===== config.mk =====
export PLATFORM = sky130hd
export DESIGN_NAME = dcc_top
export DESIGN_NICKNAME = d
export VERILOG_FILES = /design/src/dcc_pkg.sv /design/src/dcc_channel.sv /design/src/dcc_top.sv
export SDC_FILE = /design/constraint.sdc
export NUM_CORES = 1
export LEC_CHECK = 0
export ABC_AREA = 1
export BUFFER_PORTS_ARGS = -buffer_cell sky130_fd_sc_hd__buf_2
export CORE_MARGIN = 5
export CORE_UTILIZATION = 60
export CTS_BUF_LIST = sky130_fd_sc_hd__clkbuf_8
export DETAILED_ROUTE_END_ITERATION = 8
export PLACE_DENSITY = 0.9
export SLEW_MARGIN = 20
export SYNTH_ARGS = -nofsm -noshare
export SYNTH_HDL_FRONTEND = slang
export SYNTH_SLANG_ARGS = --single-unit

===== constraint.sdc =====
create_clock -name clk -period 5.9 [get_ports clk]
set_clock_uncertainty 0.2 [all_clocks]
set_input_delay 0.885 -clock clk [delete_from_list [all_inputs] [get_ports clk]]
set_output_delay 0.885 -clock clk [all_outputs]
set_load 0.1 [all_outputs]

===== src/dcc_pkg.sv =====
package dcc_pkg;
	// ----------------------------------------
	// Register map
	// ----------------------------------------
	localparam logic [3:0] ADDR_CTRL0 = 4'h0;
	localparam logic [3:0] ADDR_CTRL1 = 4'h1;
	localparam logic [3:0] ADDR_STATUS = 4'h2;
	localparam logic [3:0] ADDR_CLEAR = 4'h3;
	localparam logic [3:0] ADDR_IRQ_EN = 4'h4;
	localparam logic [3:0] ADDR_ROUTE = 4'h5;
	// ----------------------------------------
	// Control register fields
	// ----------------------------------------
	localparam int NEG_HYST_LSB = 0;
	localparam int POS_HYST_LSB = 2;
	localparam int RESET_SRC_BIT = 4;
	localparam int OUTPUT_STATE_BIT = 6;
	localparam int ENABLE_BIT = 7;
	localparam logic [7:0] CTRL_RESET = 8'h00;
	// ----------------------------------------
	// Status layout: bit 2*n falling, bit 2*n+1 rising for comparator n.
	// ----------------------------------------
	localparam int FALL_FLAG_LSB = 0;
	localparam int RISE_FLAG_LSB = 1;
	localparam logic [3:0] FLAGS_RESET = 4'h0;
	// ----------------------------------------
	// Route register: bit n routes comparator n, bit n+2 selects push-pull.
	// ----------------------------------------
	localparam int PUSH_PULL_LSB = 2;
	localparam logic [3:0] ROUTE_RESET = 4'h0;
	// ----------------------------------------
	// Hysteresis codes
	// ----------------------------------------
	localparam logic [1:0] HYST_OFF = 2'h0;
	localparam logic [1:0] HYST_2MV = 2'h1;
	localparam logic [1:0] HYST_4MV = 2'h2;
	localparam logic [1:0] HYST_10MV = 2'h3;
	// ----------------------------------------
	// Settling time
	// ----------------------------------------
	localparam int SETTLE_US = 20;
	localparam int CLK_MHZ = 100;
	localparam int SETTLE_CYCLES = SETTLE_US * CLK_MHZ;
endpackage : dcc_pkg


===== src/dcc_channel.sv =====
`timescale 1ns/10ps
`default_nettype none
// ----------------------------------------
// One comparator: synchroniser, edge detect, settle counter (flag only, outputs not blanked).
// ----------------------------------------
module dcc_channel #(
	parameter int SETTLE = dcc_pkg::SETTLE_CYCLES
) (
	input wire logic clk,
	input wire logic rst,
	input wire logic enable,
	input wire logic raw_in,
	output logic level,
	output logic settled,
	output logic rise_pulse,
	output logic fall_pulse
);
	typedef struct packed {
		logic sync1;
		logic sync2;
		logic prev;
		logic [11:0] cnt;
		logic settled;
	} dcc_ch_state_t;

	dcc_ch_state_t state_reg;
	dcc_ch_state_t state_next;

	always_comb begin
		state_next = state_reg;
		state_next.sync1 = raw_in;
		state_next.sync2 = state_reg.sync1;
		state_next.prev = state_reg.sync2;
		if (!enable) begin
			state_next.cnt = 12'h000;
			state_next.settled = 1'b0;
		end else if (!state_reg.settled) begin
			if (state_reg.cnt == 12'(SETTLE - 1)) begin
				state_next.settled = 1'b1;
			end else begin
				state_next.cnt = state_reg.cnt + 12'h001;
			end
		end
	end

	always_ff @(posedge clk or posedge rst) begin
		if (rst) begin
			state_reg <= '0;
		end else begin
			state_reg <= state_next;
		end
	end

	// Output forced low while shut down, edges only when enabled.
	assign level = enable & state_reg.sync2;
	assign settled = state_reg.settled;
	assign rise_pulse = enable & state_reg.sync2 & ~state_reg.prev;
	assign fall_pulse = enable & ~state_reg.sync2 & state_reg.prev;
endmodule : dcc_channel
`default_nettype wire


===== src/dcc_top.sv =====
`timescale 1ns/10ps
`default_nettype none
module dcc_top #(
	parameter int SETTLE = dcc_pkg::SETTLE_CYCLES
) (
	input wire logic clk,
	input wire logic rst,
	input wire logic [3:0] addr,
	input wire logic [7:0] wdata,
	input wire logic wr,
	input wire logic rd,
	output logic [7:0] rdata,
	input wire logic [1:0] comp_raw,
	output logic [1:0] comp_enable,
	output logic [1:0] neg_hysteresis_select_0,
	output logic [1:0] positive_hysteresis_select_0,
	output logic [1:0] neg_hysteresis_select_1,
	output logic [1:0] positive_hysteresis_select_1,
	output logic reset_request,
	output logic [1:0] pin_out,
	output logic [1:0] pin_oe,
	output logic [1:0] output_settled,
	output logic irq
);
	typedef struct packed {
		logic [7:0] ctrl0;
		logic [7:0] ctrl1;
		logic [3:0] flags;
		logic [3:0] irq_en;
		logic [3:0] route;
		logic [7:0] rdata;
		logic reset_req;
		logic [1:0] pin_out;
		logic [1:0] pin_oe;
		logic [1:0] settled;
		logic irq;
	} dcc_state_t;

	dcc_state_t state_reg;
	dcc_state_t state_next;
	logic [1:0] level;
	logic [1:0] settled;
	logic [1:0] rise;
	logic [1:0] fall;
	logic [1:0] en;

	// ----------------------------------------
	// Per-comparator front end
	// ----------------------------------------
	assign en[0] = state_reg.ctrl0[dcc_pkg::ENABLE_BIT];
	assign en[1] = state_reg.ctrl1[dcc_pkg::ENABLE_BIT];

	// Each channel retimes its raw level through two flip-flops before edge detection.
	genvar g;
	generate
		for (g = 0; g < 2; g++) begin : g_ch
			dcc_channel #(
				.SETTLE(SETTLE)
			) u_ch (
				.clk(clk),
				.rst(rst),
				.enable(en[g]),
				.raw_in(comp_raw[g]),
				.level(level[g]),
				.settled(settled[g]),
				.rise_pulse(rise[g]),
				.fall_pulse(fall[g])
			);
		end
	endgenerate

	// ----------------------------------------
	// Registers, flags and pin control
	// ----------------------------------------
	always_comb begin
		state_next = state_reg;
		if (wr) begin
			case (addr)
				dcc_pkg::ADDR_CTRL0: begin
					state_next.ctrl0 = wdata;
				end
				dcc_pkg::ADDR_CTRL1: begin
					state_next.ctrl1 = wdata;
					state_next.ctrl1[dcc_pkg::RESET_SRC_BIT] = 1'b0;
				end
				dcc_pkg::ADDR_CLEAR: begin
					state_next.flags = state_reg.flags & ~wdata[3:0];
				end
				dcc_pkg::ADDR_IRQ_EN: begin
					state_next.irq_en = wdata[3:0];
				end
				dcc_pkg::ADDR_ROUTE: begin
					state_next.route = wdata[3:0];
				end
				default: begin
				end
			endcase
		end
		// Sets come after the clear so a same-cycle event is kept.
		for (int i = 0; i < 2; i++) begin
			if (fall[i]) begin
				state_next.flags[2 * i + dcc_pkg::FALL_FLAG_LSB] = 1'b1;
			end
			if (rise[i]) begin
				state_next.flags[2 * i + dcc_pkg::RISE_FLAG_LSB] = 1'b1;
			end
			// Pin low when shut down; open drain drives only the low level.
			state_next.pin_out[i] = level[i];
			if (!state_reg.route[i]) begin
				state_next.pin_oe[i] = 1'b0;
			end else if (state_reg.route[dcc_pkg::PUSH_PULL_LSB + i]) begin
				state_next.pin_oe[i] = 1'b1;
			end else begin
				state_next.pin_oe[i] = ~level[i];
			end
		end
		state_next.settled = settled;
		state_next.reset_req = state_reg.ctrl0[dcc_pkg::RESET_SRC_BIT] & level[0];
		state_next.irq = |(state_next.flags & state_next.irq_en);
		state_next.rdata = 8'h00;
		if (rd) begin
			case (addr)
				dcc_pkg::ADDR_CTRL0: begin
					state_next.rdata = state_reg.ctrl0;
					state_next.rdata[dcc_pkg::OUTPUT_STATE_BIT] = level[0];
				end
				dcc_pkg::ADDR_CTRL1: begin
					state_next.rdata = state_reg.ctrl1;
					state_next.rdata[dcc_pkg::OUTPUT_STATE_BIT] = level[1];
				end
				dcc_pkg::ADDR_STATUS: begin
					state_next.rdata = {4'h0, state_reg.flags};
				end
				dcc_pkg::ADDR_IRQ_EN: begin
					state_next.rdata = {4'h0, state_reg.irq_en};
				end
				dcc_pkg::ADDR_ROUTE: begin
					state_next.rdata = {4'h0, state_reg.route};
				end
				default: begin
					state_next.rdata = 8'h00;
				end
			endcase
		end
	end

	always_ff @(posedge clk or posedge rst) begin
		if (rst) begin
			state_reg.ctrl0 <= dcc_pkg::CTRL_RESET;
			state_reg.ctrl1 <= dcc_pkg::CTRL_RESET;
			state_reg.flags <= dcc_pkg::FLAGS_RESET;
			state_reg.irq_en <= 4'h0;
			state_reg.route <= dcc_pkg::ROUTE_RESET;
			state_reg.rdata <= 8'h00;
			state_reg.reset_req <= 1'b0;
			state_reg.pin_out <= 2'h0;
			state_reg.pin_oe <= 2'h0;
			state_reg.settled <= 2'h0;
			state_reg.irq <= 1'b0;
		end else begin
			state_reg <= state_next;
		end
	end

	// ----------------------------------------
	// Outputs
	// ----------------------------------------
	assign rdata = state_reg.rdata;
	assign comp_enable = {
		state_reg.ctrl1[dcc_pkg::ENABLE_BIT],
		state_reg.ctrl0[dcc_pkg::ENABLE_BIT]
	};
	assign neg_hysteresis_select_0 = state_reg.ctrl0[dcc_pkg::NEG_HYST_LSB +: 2];
	assign positive_hysteresis_select_0 = state_reg.ctrl0[dcc_pkg::POS_HYST_LSB +: 2];
	assign neg_hysteresis_select_1 = state_reg.ctrl1[dcc_pkg::NEG_HYST_LSB +: 2];
	assign positive_hysteresis_select_1 = state_reg.ctrl1[dcc_pkg::POS_HYST_LSB +: 2];
	assign reset_request = state_reg.reset_req;
	assign pin_out = state_reg.pin_out;
	assign pin_oe = state_reg.pin_oe;
	assign output_settled = state_reg.settled;
	assign irq = state_reg.irq;
endmodule : dcc_top
`default_nettype wire


==> impl.org <==
** Run status
- Outcome :: complete, but fails checks
- Violations in the final reports :: design-rule violations

** GRT
- Entering global routing, the biggest net connects between 70 and 80 pins.
- For this run, the total global-route usage over all layers was measured as a little over a fifth.
- Number of antenna violations at the first check in global routing :: 0
- The first global-routing pass estimated 13.0 mm of wire.
- Global routing finished with a remaining overflow of 0.
- Via count of the first global-routing pass :: 2,827

** Critical path
- Crit-path cells :: buf_2
- STA classifies the critical path startpoint as a flop.
- For flop-to-flop paths, the worst setup slack is 3.80 ns.
- The worst setup path is of the reg2out kind.
- Along the worst path, the maximum fanout reaches 19.
- In this run the number of cells on the critical path is 1.
- Cell with the biggest individual delay on the critical path :: dfrtp_1
- Critical path buffers and inverters :: 1
- The worst setup path is captured at an output port.
- The number of cells on the worst reg-to-reg path is 8.
- The largest single stage delay on the critical path is 0.79 ns.
- The critical path starts at comp_enable[1].
- For the worst setup path, the data arrival time is between 1.5 and 2 ns.
- Cell class contributing the biggest share of worst-path delay :: flip-flops
- Worst R2R Start :: comp_enable[1]
- For the worst setup path, the data required time is roughly 4.8 ns.
- The endpoint identified for the worst register-to-register timing path is irq.

** Timing
- Setup repair after global routing left no endpoint under its margin.
- Setup violations remaining at the end of the flow were counted as 0.
- Final Hold Slack :: 0.155 ns
- Final max-slew violation count :: 0
- For the pin with the worst max-slew slack, the measured transition is around 0.90 ns.
- Dividing the final minimum period by the clock period gives ~47%.
- For this run, the top clock speed supported by timing is ~360 MHz.
- Relative slew slack :: between 40% and 50%
- In the final timing run, aggregate negative setup slack is 0 ns.
- Final hold vios :: 0
- The worst path meets setup with around 3.1 ns of slack.
- Shortest period the worst path allows :: roughly 2.8 ns

** Routing
- For this block, the initial DRC count from the detailed router was around 220.
- Remaining DRCs :: 1
- Detail Route Antenna Nets :: 0
- Summed over all layers, the routed wires come to about 8 mm.
- The first detailed-routing pass ran for 7 iterations.
- After detailed routing, the number of vias per cell comes to 5.44.
- Total number of vias :: about 3,000
- In the final routed layout, each cell accounts on average for ~14 µm.

** Flow run
- Number of max-capacitance violations reported :: 0

** Clocking
- Maximum clock path buffer count :: 2
- Clock latency on the worst-skew pair, taken at its later pin, is around 0.37 ns.
- In this run, post-CTS repair resized a total of 0 instances.
- The cell sitting at the root of the clock tree is a clkbuf_8.
- Clk slew on worst S/H paths :: around 0.09 ns
- CTS tree :: built
- Setup Buffers After CTS :: 0
- CTS saw 73 sinks.
- Post-cts hold buffer count :: 0
- In this run, CTS created clock tree buffers numbering 9.
- Level count of the clock H-tree :: 3

** Hold path
- The min-delay analysis places its worst path in the category reg2reg.
- The worst hold path passes through 0 cells.
- Startpoint of the most critical hold path :: g_ch[1].u_ch.state_next[14]
- End of the worst hold path :: g_ch[1].u_ch.state_next[13]

** Layout
- Nets :: about 500
- After filler insertion, the fill cell instance count of the layout stands at 458.
- The repair_antennas step left the layout with diodes totalling 0.
- Layout overhead on the synthesized area :: 6.86%
- The finished cells cover 4000 µm².
- Multi-input combinational cell area :: 1470 µm²
- Registers take 1830 µm².
- Number of flip-flops in the largest register :: 26
- The post-route netlist has 18.9% of its cells at a drive strength greater than 1.

** Synth
- Summed over its instances, the top area cell type makes up between 40% and 50% of the synthesized netlist area.
- Cell type with the largest total area after synthesis :: dfrtp_1
- Syn Std Cell Area :: roughly 3700 µm²
- Per-instance average area after synthesis :: slightly above 8 µm²
- Synthesized flop and latch total :: between 70 and 80
- After synthesis, the cell types taking the most area are dfrtp_1 (49%), nand2_1 (13%), nand3_1 (5.9%), buf_4 (5.0%), inv_1 (4.8%).
- Synthesized instance count :: 459
- The netlist uses 34 different library cells.
- Synthesized Nets :: around 480
- Yosys warning total :: 0
- Summing the sequential cell areas from Yosys gives about half of the chip area.

** Power
- The design draws 1.29 mW.
- Ratio of total power to cell area :: approximately 320 nW/µm²
- Total leakage power :: approximately 2.1 nW
- The worst-case IR drop observed on VDD is around 0.24 mV.

** Placement
- In this run the cell area measured after placement is between 3000 and 4000 µm².
- Timing analysis after detailed placement gives a worst setup slack of 3.51 ns.
- Routability-driven placement finished with a final weighted congestion of between 0.8 and 0.9.
- Detailed placement finished with a half-perimeter wire length of 5.57 mm.
- Buffers on Ports :: 42

** Floorplan
- Core area :: between 5000 and 6000 µm²
- Initial core utilization :: 62.4%
- The initialized floorplan defines 28 standard-cell rows.
- The floorplan step set the die width to between 80 and 90 µm.
- Count of pins on the block boundary :: 44
- Height of the die :: around 89 µm
- The die covers 7910 µm².
[Yosys cell counts (all sizes together)]
cell,number
nand2,138
dfrtp,73
inv,52
nand3,46
nor2,40
o21ai,37
buf,31
a21oi,10
nand4,9
nor3,9
xor2,4
clkinv,2
ha,2
or2,2
xnor2,2
clkbuf,1
o21bai,1
[layer usage]
layer  share of wire (%)  wire [µm]  global-route usage (%)  vias up
met2                  51       3970                    37.1      131
met3                 8.5        663                    6.18       26
met4                 2.5        193                    7.85        0
met5                   0          0                       0        -
met1                  38       3020                    26.4     1414
li1                    -          -                       -     1483
[power breakdown]
part	internal (mW)	switching, mW	total [mW]
registers	0.552	0.0475	0.600
logic	0.0554	0.266	0.321
clock network	0.159	0.209	0.368
total	0.767	0.522	1.29
[cell type report]
cell class / count / area share [%]
Clock buffer: 9 / 3.10
Inverter: 54 / 5.17
Sequential cell: 73 / 45.7
Tap cell: 75 / 2.35
Multi-Input combinational cell: 300 / 36.7
Timing Repair Buffer: 43 / 5.45
Clock inverter: 7 / 1.53
[through the flow]
stage / utilization, % / cells
after detailed placement: 63.6 / 545
after floorplan: - / 459
after global placement: 63.6 / 545
after global routing: 66.7 / 561
after CTS: 66.7 / 561
final: 66.7 / 561
[cells in the final DEF, fill, tap and decap left out, types with 3 or more instances in the layout]
master    netlist  final
a21oi_1        10     10
buf_2           2     42
clkbuf_8        0      9
dfrtp_1        73     73
inv_1          48     47
inv_2           3      4
nand2_1       131    131
nand2_2         4      4
nand2_4         3      3
nand3_1        44     44
nand4_1         8      8
nor2_1         35     35
nor2_2          3      3
nor3_1          6      6
o21ai_0        18     18
o21ai_1        12     12
o21ai_2         7      7
xor2_1          4      4
[kinds of logic (layout without fill, tap and decap cells)]
logic type / Yosys count / after routing / synth area share [%]
buffers and inverters: 86 / 113 / 11.9
AO/OA/AOI/OAI: 48 / 48 / 7.20
adder cells (fa/ha/maj): 2 / 2 / 0.669
flip-flops: 73 / 73 / 48.9
XOR/XNOR: 6 / 6 / 1.41
AND/OR/NAND/NOR: 244 / 244 / 29.9
[worst max-delay path by stage]
stage / to / slack, ns
final: comp_enable[1] / 3.11
after global routing: comp_enable[1] / 3.01
after floorplan: comp_enable[0] / 2.96
after detailed placement: comp_enable[1] / 3.51
after CTS: comp_enable[1] / 3.10
after global placement: comp_enable[1] / 3.51
(Power assumes the default switching activity.)
